File: src/clk_rst_seq_pkg.sv
// Purpose: shared constants for the clock mode and reset sequencer
// Assumes: aclk at 100 MHz
// Notes: register offsets are byte addresses on the AXI4-Lite slave
package clk_rst_seq_pkg;
   localparam int CLK_MHZ = 100;
   // oscillator select encodings
   localparam logic [2:0] OSC_LP = 3'h0;
   localparam logic [2:0] OSC_XT = 3'h1;
   localparam logic [2:0] OSC_HS = 3'h2;
   localparam logic [2:0] OSC_EC = 3'h3;
   localparam logic [2:0] OSC_IRC = 3'h4;
   localparam logic [2:0] OSC_IRC_CO = 3'h5;
   localparam logic [2:0] OSC_ER = 3'h6;
   localparam logic [2:0] OSC_ER_CO = 3'h7;
   // speed change inactive intervals, ns
   localparam int F2S_MIN_NS = 100000;
   localparam int F2S_MAX_NS = 300000;
   localparam int S2F_MIN_NS = 1250;
   localparam int S2F_MAX_NS = 3250;
   localparam int F2S_CYC = (F2S_MIN_NS * CLK_MHZ + 999) / 1000;
   localparam int S2F_CYC = (S2F_MIN_NS * CLK_MHZ + 999) / 1000;
   localparam int STALL_W = 15;
   // oscillator start-up count on osc_in edges
   localparam int OST_CNT = 1024;
   localparam int OST_W = 11;
   // reset pin noise filter length, ns
   localparam int FILT_NS = 100;
   localparam int FILT_CYC = (FILT_NS * CLK_MHZ) / 1000;
   localparam int FILT_W = 5;
   localparam int PUT_W = 16;
   // register map
   localparam logic [7:0] CFG_ADDR = 8'h00;
   localparam logic [7:0] POWER_CONTROL_REG_ADDR = 8'h04;
   localparam logic [7:0] STAT_ADDR = 8'h08;
   localparam logic [7:0] KEEP_ADDR = 8'h0C;
   // config field positions
   localparam int CFG_OSC_LSB = 0;
   localparam int CFG_POWER_UP_TIMER_ENABLE_BIT = 4;
   localparam int CFG_PINFN = 5;
   localparam logic [5:0] CFG_RST = 6'h20;
   localparam int POWER_CONTROL_REG_CLOCK_SPEED_SELECT = 3;
   localparam logic [1:0] RESP_OK = 2'h0;
   localparam logic [1:0] RESP_SLVERR = 2'h2;
endpackage

File: src/clock_mode_and_reset_sequencer.sv
// Purpose: clock mode selection, dual-speed switch and reset sequencing
// Assumes: supply, brown-out and watchdog events arrive asynchronous
// Notes: power-up delay counted by internal RC ticks, start-up by osc_in edges
`timescale 1ns/1ps
`default_nettype none
module clock_mode_and_reset_sequencer #(
   parameter logic [15:0] PUT_TICKS = 16'h0048
) (
   input wire logic aclk,
   input wire logic aresetn,
   input wire logic [7:0] s_axi_awaddr,
   input wire logic s_axi_awvalid,
   output logic s_axi_awready,
   input wire logic [31:0] s_axi_wdata,
   input wire logic [3:0] s_axi_wstrb,
   input wire logic s_axi_wvalid,
   output logic s_axi_wready,
   output logic [1:0] s_axi_bresp,
   output logic s_axi_bvalid,
   input wire logic s_axi_bready,
   input wire logic [7:0] s_axi_araddr,
   input wire logic s_axi_arvalid,
   output logic s_axi_arready,
   output logic [31:0] s_axi_rdata,
   output logic [1:0] s_axi_rresp,
   output logic s_axi_rvalid,
   input wire logic s_axi_rready,
   input wire logic supply_rise,
   input wire logic brownout_reset,
   input wire logic watchdog_reset,
   input wire logic sleep_state,
   input wire logic ext_reset_pin,
   input wire logic osc_in_pin,
   input wire logic put_rc_tick,
   input wire logic fast_osc_clk,
   input wire logic slow_osc_clk,
   output logic sys_reset,
   output logic wake_up,
   output logic cpu_stall,
   output logic sys_clk_run,
   output logic osc_enable,
   output logic slow_sel,
   output logic osc_out_is_gpio,
   output logic osc_out_oe,
   output logic clock_out_pin,
   output logic reset_pin_gpio_in
);
   typedef enum logic [1:0] {
      SQ_RUN = 2'b00,
      SQ_PUT = 2'b01,
      SQ_OST = 2'b10,
      SQ_BOR = 2'b11
   } seq_e;

   // ----------------------------------------
   // input synchronisers
   // ----------------------------------------
   localparam int NS = 8;
   logic [NS-1:0] sync1_ff, sync2_ff, prev_ff;
   logic [NS-1:0] async_in;
   assign async_in = {slow_osc_clk, fast_osc_clk, put_rc_tick, osc_in_pin,
                      ext_reset_pin, sleep_state, watchdog_reset, brownout_reset};
   genvar gi;
   generate
      for (gi = 0; gi < NS; gi++) begin : g_sync
         always_ff @(posedge aclk) begin
            if (!aresetn) begin
               sync1_ff[gi] <= 1'b0;
               sync2_ff[gi] <= 1'b0;
               prev_ff[gi] <= 1'b0;
            end else begin
               sync1_ff[gi] <= async_in[gi];
               sync2_ff[gi] <= sync1_ff[gi];
               prev_ff[gi] <= sync2_ff[gi];
            end
         end
      end
   endgenerate
   logic bor_s, wdt_s, slp_s, pin_s, osc_rise, put_rise, fast_rise, slow_rise;
   assign bor_s = sync2_ff[0];
   assign wdt_s = sync2_ff[1] & ~prev_ff[1];
   assign slp_s = sync2_ff[2];
   assign pin_s = sync2_ff[3];
   assign osc_rise = sync2_ff[4] & ~prev_ff[4];
   assign put_rise = sync2_ff[5] & ~prev_ff[5];
   assign fast_rise = sync2_ff[6] & ~prev_ff[6];
   assign slow_rise = sync2_ff[7] & ~prev_ff[7];
   logic por_s1_ff, por_s2_ff, por_prev_ff, por_pulse;
   always_ff @(posedge aclk) begin
      if (!aresetn) begin
         por_s1_ff <= 1'b0;
         por_s2_ff <= 1'b0;
         por_prev_ff <= 1'b0;
      end else begin
         por_s1_ff <= supply_rise;
         por_s2_ff <= por_s1_ff;
         por_prev_ff <= por_s2_ff;
      end
   end
   assign por_pulse = por_s2_ff & ~por_prev_ff;

   // ----------------------------------------
   // configuration and control registers
   // ----------------------------------------
   logic [5:0] cfg_ff;
   logic clock_speed_select_ff;
   logic [31:0] keep_ff;
   logic [2:0] osc_sel;
   logic crystal, rc_mode, co_mode;
   assign osc_sel = cfg_ff[clk_rst_seq_pkg::CFG_OSC_LSB +: 3];
   assign crystal = (osc_sel == clk_rst_seq_pkg::OSC_LP) || (osc_sel == clk_rst_seq_pkg::OSC_XT)
                    || (osc_sel == clk_rst_seq_pkg::OSC_HS);
   assign rc_mode = osc_sel[2];
   assign co_mode = rc_mode & osc_sel[0];

   // ----------------------------------------
   // reset pin noise filter
   // ----------------------------------------
   logic [4:0] filt_ff;
   logic pin_rst_ff;
   always_ff @(posedge aclk) begin
      if (!aresetn) begin
         filt_ff <= 5'h00;
         pin_rst_ff <= 1'b0;
      end else if (!cfg_ff[clk_rst_seq_pkg::CFG_PINFN] || pin_s) begin
         filt_ff <= 5'h00;
         pin_rst_ff <= 1'b0;
      end else if (filt_ff == 5'(clk_rst_seq_pkg::FILT_CYC)) begin
         pin_rst_ff <= 1'b1;
      end else begin
         filt_ff <= filt_ff + 5'h01;
      end
   end

   // ----------------------------------------
   // time-out sequence
   // ----------------------------------------
   seq_e seq_ff;
   logic [15:0] put_ff;
   logic [10:0] ost_ff;
   logic wdt_rst_ff, wake_ff, ost_wake_ff;
   always_ff @(posedge aclk) begin
      if (!aresetn) begin
         seq_ff <= SQ_RUN;
         put_ff <= 16'h0000;
         ost_ff <= 11'h000;
         ost_wake_ff <= 1'b0;
      end else begin
         case (seq_ff)
            SQ_RUN: begin
               ost_wake_ff <= 1'b0;
               if (bor_s) begin
                  seq_ff <= SQ_BOR;
               end else if (por_pulse) begin
                  put_ff <= 16'h0000;
                  ost_ff <= 11'h000;
                  seq_ff <= cfg_ff[clk_rst_seq_pkg::CFG_POWER_UP_TIMER_ENABLE_BIT] ? (crystal ? SQ_OST : SQ_RUN)
                                                               : SQ_PUT;
               end else if (slp_s && wdt_s && crystal) begin
                  ost_ff <= 11'h000;
                  ost_wake_ff <= 1'b1;
                  seq_ff <= SQ_OST;
               end
            end
            SQ_BOR: begin
               put_ff <= 16'h0000;
               if (!bor_s) begin
                  seq_ff <= SQ_PUT;
               end
            end
            SQ_PUT: begin
               if (bor_s) begin
                  seq_ff <= SQ_BOR;
               end else if (put_ff == PUT_TICKS) begin
                  ost_ff <= 11'h000;
                  seq_ff <= crystal ? SQ_OST : SQ_RUN;
               end else if (put_rise) begin
                  put_ff <= put_ff + 16'h0001;
               end
            end
            SQ_OST: begin
               if (bor_s) begin
                  ost_wake_ff <= 1'b0;
                  seq_ff <= SQ_BOR;
               end else if (ost_ff == 11'(clk_rst_seq_pkg::OST_CNT)) begin
                  seq_ff <= SQ_RUN;
               end else if (osc_rise) begin
                  ost_ff <= ost_ff + 11'h001;
               end
            end
            default: seq_ff <= SQ_RUN;
         endcase
      end
   end

   // watchdog: reset when awake, wake-up when asleep; pin never driven
   always_ff @(posedge aclk) begin
      if (!aresetn) begin
         wdt_rst_ff <= 1'b0;
         wake_ff <= 1'b0;
      end else begin
         wdt_rst_ff <= wdt_s & ~slp_s;
         wake_ff <= wdt_s & slp_s;
      end
   end
   logic pwr_rst, any_rst;
   assign pwr_rst = (seq_ff != SQ_RUN) & ~ost_wake_ff;
   assign any_rst = pwr_rst | pin_rst_ff | wdt_rst_ff;

   // ----------------------------------------
   // dual speed switch
   // ----------------------------------------
   logic [14:0] stall_ff;
   logic speed_ff;
   always_ff @(posedge aclk) begin
      if (!aresetn || any_rst) begin
         stall_ff <= 15'h0000;
         speed_ff <= 1'b1;
      end else if (stall_ff != 15'h0000) begin
         stall_ff <= stall_ff - 15'h0001;
      end else if (rc_mode && (clock_speed_select_ff != speed_ff)) begin
         speed_ff <= clock_speed_select_ff;
         stall_ff <= clock_speed_select_ff ? 15'(clk_rst_seq_pkg::S2F_CYC)
                             : 15'(clk_rst_seq_pkg::F2S_CYC);
      end
   end

   // ----------------------------------------
   // clock output divider and pin outputs
   // ----------------------------------------
   logic [1:0] div_ff;
   logic osc_edge;
   // slow source is its own fixed oscillator, not the resistor one
   assign osc_edge = speed_ff ? fast_rise : slow_rise;
   always_ff @(posedge aclk) begin
      if (!aresetn || any_rst) begin
         div_ff <= 2'h0;
         clock_out_pin <= 1'b0;
      end else if (co_mode && osc_edge) begin
         div_ff <= div_ff + 2'h1;
         clock_out_pin <= (div_ff == 2'h1) ? 1'b1 :
                          (div_ff == 2'h3) ? 1'b0 : clock_out_pin;
      end
   end
   always_ff @(posedge aclk) begin
      if (!aresetn) begin
         sys_reset <= 1'b1;
         wake_up <= 1'b0;
         cpu_stall <= 1'b0;
         sys_clk_run <= 1'b0;
         osc_enable <= 1'b0;
         slow_sel <= 1'b0;
         osc_out_is_gpio <= 1'b0;
         osc_out_oe <= 1'b0;
         reset_pin_gpio_in <= 1'b0;
      end else begin
         sys_reset <= any_rst;
         wake_up <= wake_ff;
         cpu_stall <= stall_ff != 15'h0000;
         sys_clk_run <= ~any_rst & (stall_ff == 15'h0000);
         osc_enable <= ~(rc_mode & any_rst);
         slow_sel <= rc_mode & ~speed_ff;
         osc_out_is_gpio <= (osc_sel == clk_rst_seq_pkg::OSC_EC)
                            || (rc_mode && !co_mode);
         osc_out_oe <= co_mode;
         reset_pin_gpio_in <= ~cfg_ff[clk_rst_seq_pkg::CFG_PINFN] & pin_s;
      end
   end

   // ----------------------------------------
   // AXI4-Lite slave
   // ----------------------------------------
   logic [7:0] awa_ff;
   logic [31:0] wd_ff;
   logic [3:0] ws_ff;
   logic aw_ok_ff, w_ok_ff;
   logic aw_hit;
   assign aw_hit = (awa_ff == clk_rst_seq_pkg::CFG_ADDR)
                   || (awa_ff == clk_rst_seq_pkg::POWER_CONTROL_REG_ADDR)
                   || (awa_ff == clk_rst_seq_pkg::STAT_ADDR)
                   || (awa_ff == clk_rst_seq_pkg::KEEP_ADDR);
   assign s_axi_awready = aresetn & ~aw_ok_ff & ~s_axi_bvalid;
   assign s_axi_wready = aresetn & ~w_ok_ff & ~s_axi_bvalid;
   assign s_axi_arready = aresetn & ~s_axi_rvalid;
   always_ff @(posedge aclk) begin
      if (!aresetn) begin
         aw_ok_ff <= 1'b0;
         w_ok_ff <= 1'b0;
         awa_ff <= 8'h00;
         wd_ff <= 32'h0000_0000;
         ws_ff <= 4'h0;
         s_axi_bvalid <= 1'b0;
         s_axi_bresp <= clk_rst_seq_pkg::RESP_OK;
      end else begin
         if (s_axi_awvalid && s_axi_awready) begin
            aw_ok_ff <= 1'b1;
            awa_ff <= s_axi_awaddr;
         end
         if (s_axi_wvalid && s_axi_wready) begin
            w_ok_ff <= 1'b1;
            wd_ff <= s_axi_wdata;
            ws_ff <= s_axi_wstrb;
         end
         if (aw_ok_ff && w_ok_ff) begin
            aw_ok_ff <= 1'b0;
            w_ok_ff <= 1'b0;
            s_axi_bvalid <= 1'b1;
            s_axi_bresp <= aw_hit ? clk_rst_seq_pkg::RESP_OK : clk_rst_seq_pkg::RESP_SLVERR;
         end else if (s_axi_bvalid && s_axi_bready) begin
            s_axi_bvalid <= 1'b0;
         end
      end
   end
   logic wr_go;
   assign wr_go = aw_ok_ff & w_ok_ff;
   // configuration is loaded by aresetn only; supply, brown-out, pin and watchdog resets keep it
   always_ff @(posedge aclk) begin
      if (!aresetn) begin
         cfg_ff <= clk_rst_seq_pkg::CFG_RST;
      end else if (wr_go && awa_ff == clk_rst_seq_pkg::CFG_ADDR && ws_ff[0]) begin
         cfg_ff <= wd_ff[5:0];
      end
   end
   always_ff @(posedge aclk) begin
      if (!aresetn || any_rst) begin
         clock_speed_select_ff <= 1'b1;
      end else if (wr_go && awa_ff == clk_rst_seq_pkg::POWER_CONTROL_REG_ADDR && ws_ff[0]) begin
         clock_speed_select_ff <= wd_ff[clk_rst_seq_pkg::POWER_CONTROL_REG_CLOCK_SPEED_SELECT];
      end
   end
   // unaffected scratch word: no reset term, kept through all resets
   always_ff @(posedge aclk) begin
      if (wr_go && awa_ff == clk_rst_seq_pkg::KEEP_ADDR) begin
         for (int b = 0; b < 4; b++) begin
            if (ws_ff[b]) begin
               keep_ff[b*8 +: 8] <= wd_ff[b*8 +: 8];
            end
         end
      end
   end
   always_ff @(posedge aclk) begin
      if (!aresetn) begin
         s_axi_rvalid <= 1'b0;
         s_axi_rdata <= 32'h0000_0000;
         s_axi_rresp <= clk_rst_seq_pkg::RESP_OK;
      end else if (s_axi_arvalid && s_axi_arready) begin
         s_axi_rvalid <= 1'b1;
         s_axi_rresp <= clk_rst_seq_pkg::RESP_OK;
         case (s_axi_araddr)
            clk_rst_seq_pkg::CFG_ADDR: s_axi_rdata <= {26'h0, cfg_ff};
            clk_rst_seq_pkg::POWER_CONTROL_REG_ADDR: s_axi_rdata <= {28'h0, clock_speed_select_ff, 3'h0};
            clk_rst_seq_pkg::STAT_ADDR: s_axi_rdata <= {25'h0, wake_ff, wdt_rst_ff, pin_rst_ff,
                                                        cpu_stall, speed_ff, seq_ff};
            clk_rst_seq_pkg::KEEP_ADDR: s_axi_rdata <= keep_ff;
            default: begin
               s_axi_rdata <= 32'h0000_0000;
               s_axi_rresp <= clk_rst_seq_pkg::RESP_SLVERR;
            end
         endcase
      end else if (s_axi_rvalid && s_axi_rready) begin
         s_axi_rvalid <= 1'b0;
      end
   end
endmodule
`default_nettype wire

File: config.mk
export PLATFORM = sky130hd
export DESIGN_NAME = clock_mode_and_reset_sequencer
export DESIGN_NICKNAME = d
export VERILOG_FILES = /design/src/clk_rst_seq_pkg.sv /design/src/clock_mode_and_reset_sequencer.sv
export SDC_FILE = /design/constraint.sdc
export NUM_CORES = 1
export LEC_CHECK = 0
export BUFFER_PORTS_ARGS = -buffer_cell sky130_fd_sc_hd__buf_2
export CORE_MARGIN = 5
export CORE_UTILIZATION = 35
export DETAILED_ROUTE_END_ITERATION = 7
export GPL_TIMING_DRIVEN = 0
export PLACE_DENSITY = 0.62
export SLEW_MARGIN = 20
export SYNTH_ARGS = -nofsm -noshare
export SYNTH_HDL_FRONTEND = slang
export SYNTH_SLANG_ARGS = --single-unit
File: constraint.sdc
create_clock -name aclk -period 2.55 [get_ports aclk]
set_input_delay 0.255 -clock aclk [delete_from_list [all_inputs] [get_ports aclk]]
set_output_delay 0.255 -clock aclk [all_outputs]
set_load 0.02 [all_outputs]
## After elaboration in Yosys (flattened, before gate mapping)

Cells that the tools add are included.

| storage, ports and cells | value |
|---|---|
| register bits | 213 |
| output and inout port bits | 51 |
| input bits | 68 |

| operators by class | value |
|---|---|
| add/subtract/negate cells | 5 |
| bitwise logic cells | 40 |
| eq/ne operators | 33 |
| reduce and logical (&&, ||, !) cells | 54 |
| muxes and demuxes | 44 |

Operator list:

| kind | number |
|---|---|
| $pmux 32 s4 | 1 |
| $mux 11 | 8 |
| $mux 16 | 5 |
| $pmux 16 s3 | 1 |
| $pmux 11 s3 | 1 |
| $eq 8x4->1 const B | 4 |
| $mux 15 | 2 |
| $mux 2 | 12 |
| $ne 2x2->1 const B | 11 |
| $and 1x1->1 | 20 |
| $not 1->1 | 18 |
| $add 16x1->16 const B | 1 |
| $eq 16x7->1 const B | 1 |
| $eq 8x3->1 const B | 2 |
| $logic_and 1x1->1 | 16 |
| $logic_not 8->1 | 2 |
| $logic_not 15->1 | 1 |
| $reduce_bool 15->1 | 1 |
| $sub 15x1->15 const B | 1 |
| $mux 14 | 1 |
| $reduce_and 2->1 | 7 |
| $reduce_bool 2->1 | 6 |
| $add 11x1->11 const B | 1 |
| $eq 11x11->1 const B | 1 |
| other kinds (24) | 52 |

## Logic depth before layout (Yosys ltp)

| depth | value |
|---|---|
| depth after elaboration | 8 |
| depth in mapped cells | 9 |
| mapped depth without buffers | 7 |

## Worst setup path before layout

Ideal clock, no wire load.

| timing path | value |
|---|---|
| path kind | reg2reg |
| start | register seq_ff[0] |
| end | register put_ff[7] |
| arrival time | 2.181 ns |
| slack | 0.248 ns |
| cell stages (with the launch flop) | 8 |
| data required time | 2.429 ns |
| library setup time | 0.121 ns |
| cell sequence | dfxtp_1 -> inv_1 -> ha_1 -> a2111oi_0 -> a21oi_2 -> buf_6 -> nor3_2 -> mux2_4 |

| between the ends | value |
|---|---|
| longest elaborated chain between the ends | 3 |
| elaborated cells on any way between the ends | 11 |

Ends and longest elaborated chain:

| item | line | text |
|---|---|---|
| from (decl) | clock_mode_and_reset_sequencer.sv:138 | `seq_e seq_ff;` |
| from (signal assigned) | clock_mode_and_reset_sequencer.sv:157 | `seq_ff <= cfg_ff[clk_rst_seq_pkg::CFG_POWER_UP_TIMER_ENABLE_BIT] ? (crystal ? SQ_OST : SQ_RUN)` |
| from (signal assigned) | clock_mode_and_reset_sequencer.sv:176 | `seq_ff <= crystal ? SQ_OST : SQ_RUN;` |
| $eq 2x1->1 (tied with other cells) | clock_mode_and_reset_sequencer.sv:149 | `case (seq_ff)` |
| $ne 2x2->1 (no source line) or $reduce_bool 3->1 (tied branches) | -- |  |
| $reduce_and 6->1 (no source line) | -- |  |
| to (signal assigned) | clock_mode_and_reset_sequencer.sv:178 | `put_ff <= put_ff + 16'h0001;` |
| to (decl) | clock_mode_and_reset_sequencer.sv:139 | `logic [15:0] put_ff;` |

Parallel ways exist; a longest one is shown, timed or not.
A chain may end at the register's enable or synchronous reset.

## Final worst setup path

| timing path | value |
|---|---|
| start | register awa_ff[0] |
| end | register keep_ff[14], enable pin |

| between the ends | value |
|---|---|
| longest elaborated chain between the ends | 3 |

Ends and longest elaborated chain:

| item | line | text |
|---|---|---|
| from (decl) | clock_mode_and_reset_sequencer.sv:273 | `logic [7:0] awa_ff;` |
| from (signal assigned) | clock_mode_and_reset_sequencer.sv:297 | `awa_ff <= s_axi_awaddr;` |
| $eq 8x4->1 | clock_mode_and_reset_sequencer.sv:333 | `if (wr_go && awa_ff == clk_rst_seq_pkg::KEEP_ADDR) begin` |
| $logic_and 1x1->1 | clock_mode_and_reset_sequencer.sv:333 |  |
| $reduce_and 2->1 (no source line) | -- |  |
| to (signal, indexed assignment) | clock_mode_and_reset_sequencer.sv:336 | `keep_ff[b*8 +: 8] <= wd_ff[b*8 +: 8];` |
| to (decl) | clock_mode_and_reset_sequencer.sv:107 | `logic [31:0] keep_ff;` |

No other way between the ends.

==> tab_implementation.tex <==
\begin{tabular}{lr}
\hline
Metric & Value \\
\hline
\multicolumn{2}{l}{\textbf{Run status}} \\
\quad Run status & complete, no violations \\
\multicolumn{2}{l}{\textbf{STA}} \\
\quad Setup violation total in the final timing report & 0 \\
\quad Worst max-slew margin expressed relative to the limit & 39.7\% \\
\quad Number of max-slew violations in the final report & 0 \\
\quad Setup repair after global routing missed its margin & true \\
\quad Slew @ Worst Pin & 0.893 ns \\
\quad Minimum clock period after layout & 2.44 ns \\
\quad Final Hold Slack & 0.0311 ns \\
\quad Final setup skew & 0.00894 ns \\
\quad Fin. Hold Viols & 0 \\
\quad Final WS setup & 0.114 ns \\
\quad Share of the clock period used by the worst path after layout & 95.5\% \\
\quad Maximum clock frequency & 410 MHz \\
\multicolumn{2}{l}{\textbf{Global routing}} \\
\quad Overflow left after global routing & 0 \\
\quad Total track usage & 14.7\% \\
\quad Via count of the first global-routing pass & 6237 \\
\quad Wire length of the first global-routing pass & 32100 um \\
\quad Antenna violations before repair & 2 \\
\quad Largest net degree at the start of global routing & 14 \\
\multicolumn{2}{l}{\textbf{Finish}} \\
\quad Final-stage net count & 1116 \\
\quad Fillers & 2229 \\
\quad End-of-flow core utilization & 45.1\% \\
\quad Ratio of cells with drive above 1 in the final layout & 18.6\% \\
\quad Syn-to-layout area delta & 27.9\% \\
\quad Final std cell area, no fill & 10500 um\^{}2 \\
\multicolumn{2}{l}{\textbf{Die}} \\
\quad Placement row count & 56 \\
\quad I/O pins & 119 \\
\quad Die Span Y & 163 um \\
\quad Full die area & 26700 um\^{}2 \\
\quad Die W & 163 um \\
\quad Core Footprint & 23300 um\^{}2 \\
\quad Initial cell density of the core & 35.3\% \\
\multicolumn{2}{l}{\textbf{Power and ir drop}} \\
\quad Switching fraction of total power & 28.5\% \\
\quad Proportion of power drawn by flip-flops and latches & 43.8\% \\
\quad Areal power density over the cells & 800 nW/um\^{}2 \\
\quad Net switching power & 2.40 mW \\
\quad Clock network power share & 37.9\% \\
\quad Power share of the combinational group & 18.3\% \\
\quad VDD IR max & 0.543 mV \\
\quad Leakage power figure & 4.08 nW \\
\quad Internal power consumption & 6.02 mW \\
\multicolumn{2}{l}{\textbf{Synthesis}} \\
\quad Post-synth EDFFs & 32 \\
\quad Instance count of the mapped netlist & 839 \\
\quad Most area-hungry cell type in the Yosys netlist & dfxtp\_1 \\
\quad Fraction of post-synthesis cell area in the top cell type by area & 43.5\% \\
\quad Number of distinct library cell variants in the gate-level netlist after synthesis & 73 \\
\quad Most numerous cell in the Yosys netlist & dfxtp\_1 \\
\quad Synth area leaders & dfxtp\_1, edfxtp\_1, nand2\_1 \\
\quad Flop and latch count out of synthesis & 211 \\
\quad Sequential cell area fraction in the yosys report & 55.2\% \\
\quad Asr flop ratio synth & 0\% \\
\quad Most frequently used flop master after synthesis & dfxtp\_1 \\
\quad Average cell area after synthesis & 9.81 um\^{}2 \\
\quad Leading cell types by count after synthesis & dfxtp\_1, nand2\_1, a21oi\_1 \\
\quad Netlist area before placement & 8230 um\^{}2 \\
\quad Count of synthesis-stage warnings from yosys & 0 \\
\multicolumn{2}{l}{\textbf{Drt}} \\
\quad Total wire length & 20100 um \\
\quad Top routing layer in use & met4 \\
\quad DRC & 0 \\
\quad Post-detailed-route count of antenna-violating nets & 0 \\
\quad WL met1 & 9390 um \\
\quad Routed via count divided by cell count & 4.79 \\
\quad Routed wl met2 & 8800 um \\
\quad Pre-antenna DRT Iters & 5 \\
\quad Wirelength per Cell & 14.6 um \\
\quad Routed wl met3 & 1410 um \\
\quad First-iteration detailed-routing DRC count & 355 \\
\quad Number of vias after detailed routing & 6575 \\
\multicolumn{2}{l}{\textbf{Min path}} \\
\quad Hold crit path type & in -> reg \\
\quad Hold Path Depth & 3 \\
\multicolumn{2}{l}{\textbf{CTS}} \\
\quad Setup Fix Bufs, Post-CTS & 0 \\
\quad Clock slew seen by the registers of the worst setup and hold paths & 0.06 ns \\
\quad TritonCTS clock tree & built \\
\quad CTS Buf Count & 23 \\
\quad Clock sinks & 211 \\
\quad Number of buffers on the longest clock path & 3 \\
\quad Level count of the clock H-tree & 1 \\
\quad Source-to-sink clock delay at the later pin of the worst-skew pair & 0.52 ns \\
\quad Root buffer selected by CTS & clkbuf\_16 \\
\multicolumn{2}{l}{\textbf{Placed design}} \\
\quad Routability Congestion & 0.836 \\
\quad Cell area after placement & 9210 um\^{}2 \\
\quad Pre-CTS setup slack & -0.218 ns \\
\quad Quantity of I/O buffers inserted on ports & 115 \\
\quad DP Wirelength & 14300 um \\
\multicolumn{2}{l}{\textbf{Setup path}} \\
\quad CP top delay family & simple AND/OR/NAND/NOR gates \\
\quad Crit-path slowest cell & or4\_1 \\
\quad Critical path buffers and inverters & 0 \\
\quad Element type at the critical path end & flip-flop \\
\quad Required time of the critical path & 2.70 ns \\
\quad Critical path depth & 4 \\
\quad Worst Path Arrival & 2.59 ns \\
\quad Maximum single-stage delay on the critical path & 0.54 ns \\
\quad Startpoint type of the worst setup path & flip-flop \\
\quad CP max FO & 8 \\
\quad Critical path cell sequence & or4\_1 > nor4\_2 > nand3\_1 > nor2\_2 \\
\quad Crit Path Category & reg -> reg \\
\quad R2R cell count & 4 \\
\multicolumn{2}{l}{\textbf{Flow run}} \\
\quad Max-cap viol count & 0 \\
\hline
\end{tabular}
==> stage by stage <==
stage / total power [mW] / cells / setup TNS (ns)
finish: 8.42 / 1372 / 0
CTS: 8.48 / 1370 / -1.83
floorplan: 4.80 / 840 / 0
global route: 8.86 / 1372 / -0.824
detailed placement: 5.19 / 1274 / -6.26
global placement: 5.17 / 1274 / -6.34
==> cell type report <==
type / instances / area (um^2) / share of cell area, %
repair buffers: 169 / 1120 / 10.6
multi-input cells: 567 / 3450 / 32.8
diodes: 2 / 5.00 / 0.0475
clock inverters: 12 / 105 / 0.998
plain buffers: 39 / 201 / 1.91
clock buffers: 30 / 622 / 5.91
flip-flops and latches: 211 / 4540 / 43.2
inverters: 23 / 86.3 / 0.820
well taps: 319 / 399 / 3.79
==> worst reg2reg max path: cells and delay by family, from the launching register on <==
family,cells,cell delay (ns)
simple gates,4,1.77
flops,1,0.31
==> power groups by stage <==
| stage | clock, mW | combinational, mW | sequential [mW] |
|---|---|---|---|
| after floorplan | 0 | 1.05 | 3.75 |
| after global placement | 0 | 1.42 | 3.74 |
| after detailed placement | 0 | 1.44 | 3.75 |
| after CTS | 3.29 | 1.51 | 3.68 |
| after global routing | 3.41 | 1.73 | 3.71 |
| final | 3.19 | 1.54 | 3.69 |
==> path summary, 6_finish.rpt <==
check                    start            to  slack (ns)
setup / recovery     awa_ff[0]   keep_ff[14]        0.11
hold / removal    s_axi_bready  s_axi_bvalid        0.03
setup reg to reg     awa_ff[0]   keep_ff[14]        0.11
hold reg to reg    sync1_ff[1]   sync2_ff[1]        0.43
==> cells by family (layout without fill, tap and decap cells) <==
family	count (synthesis)	in the layout	synth area share (%)
and+or+nand+nor	332	332	20.4
DFF	211	211	55.2
AOI/OAI and AO/OA	187	187	14.8
buffers and inverters	62	273	3.50
muxes	21	21	2.80
adders and majority gates	14	14	2.13
xor gates and xnor gates	11	11	1.17
other	1	4	0.0455
==> what timing repair did <==
action | 4_1_cts | 5_1_grt
endpoints found under the hold margin | 54 | 0
pin swaps | 0 | 1
endpoints found under the setup margin | 36 | 64
hold buffers | 54 | 0
gates resized for setup | 2 | 11
==> per-layer routing <==
| metal | vias up | global-route usage, % |
|---|---|---|
| met5 | - | 0 |
| met4 | 0 | 4.00 |
| met3 | 32 | 3.96 |
| met2 | 174 | 23.2 |
| met1 | 3009 | 19.8 |
| li1 | 3360 | - |
==> sequential cells by signal, summed over array words and instances, names as in the netlist, 2 cells and up <==
signal / count
put_ff: 16
cfg_ff: 6
prev_ff: 5
ost_ff: 11
s_axi_rdata: 32
sync2_ff: 5
filt_ff: 5
sync1_ff: 8
seq_ff: 2
div_ff: 2
stall_ff: 15
ws_ff: 4
wd_ff: 32
awa_ff: 8
keep_ff: 32
==> cells in the final DEF (no fill, tap or decap), drive strengths merged, types with 6 or more instances in the layout <==
master and instances:
a211oi 10, a21oi 85, a22o 30, a31oi 8
and2 30, and3 10, buf 124, clkbuf 59
clkinv 8, dfxtp 179, dlygate4sd3 54, edfxtp 32
ha 14, inv 25, mux2i 17, nand2 135
nand2b 12, nand3 19, nand4 8, nor2 54
nor2b 6, nor3 8, nor4 9, o21ai 22
or3 18, or4 8, xnor2 6
No activity file was read; power rests on OpenSTA's default activity.
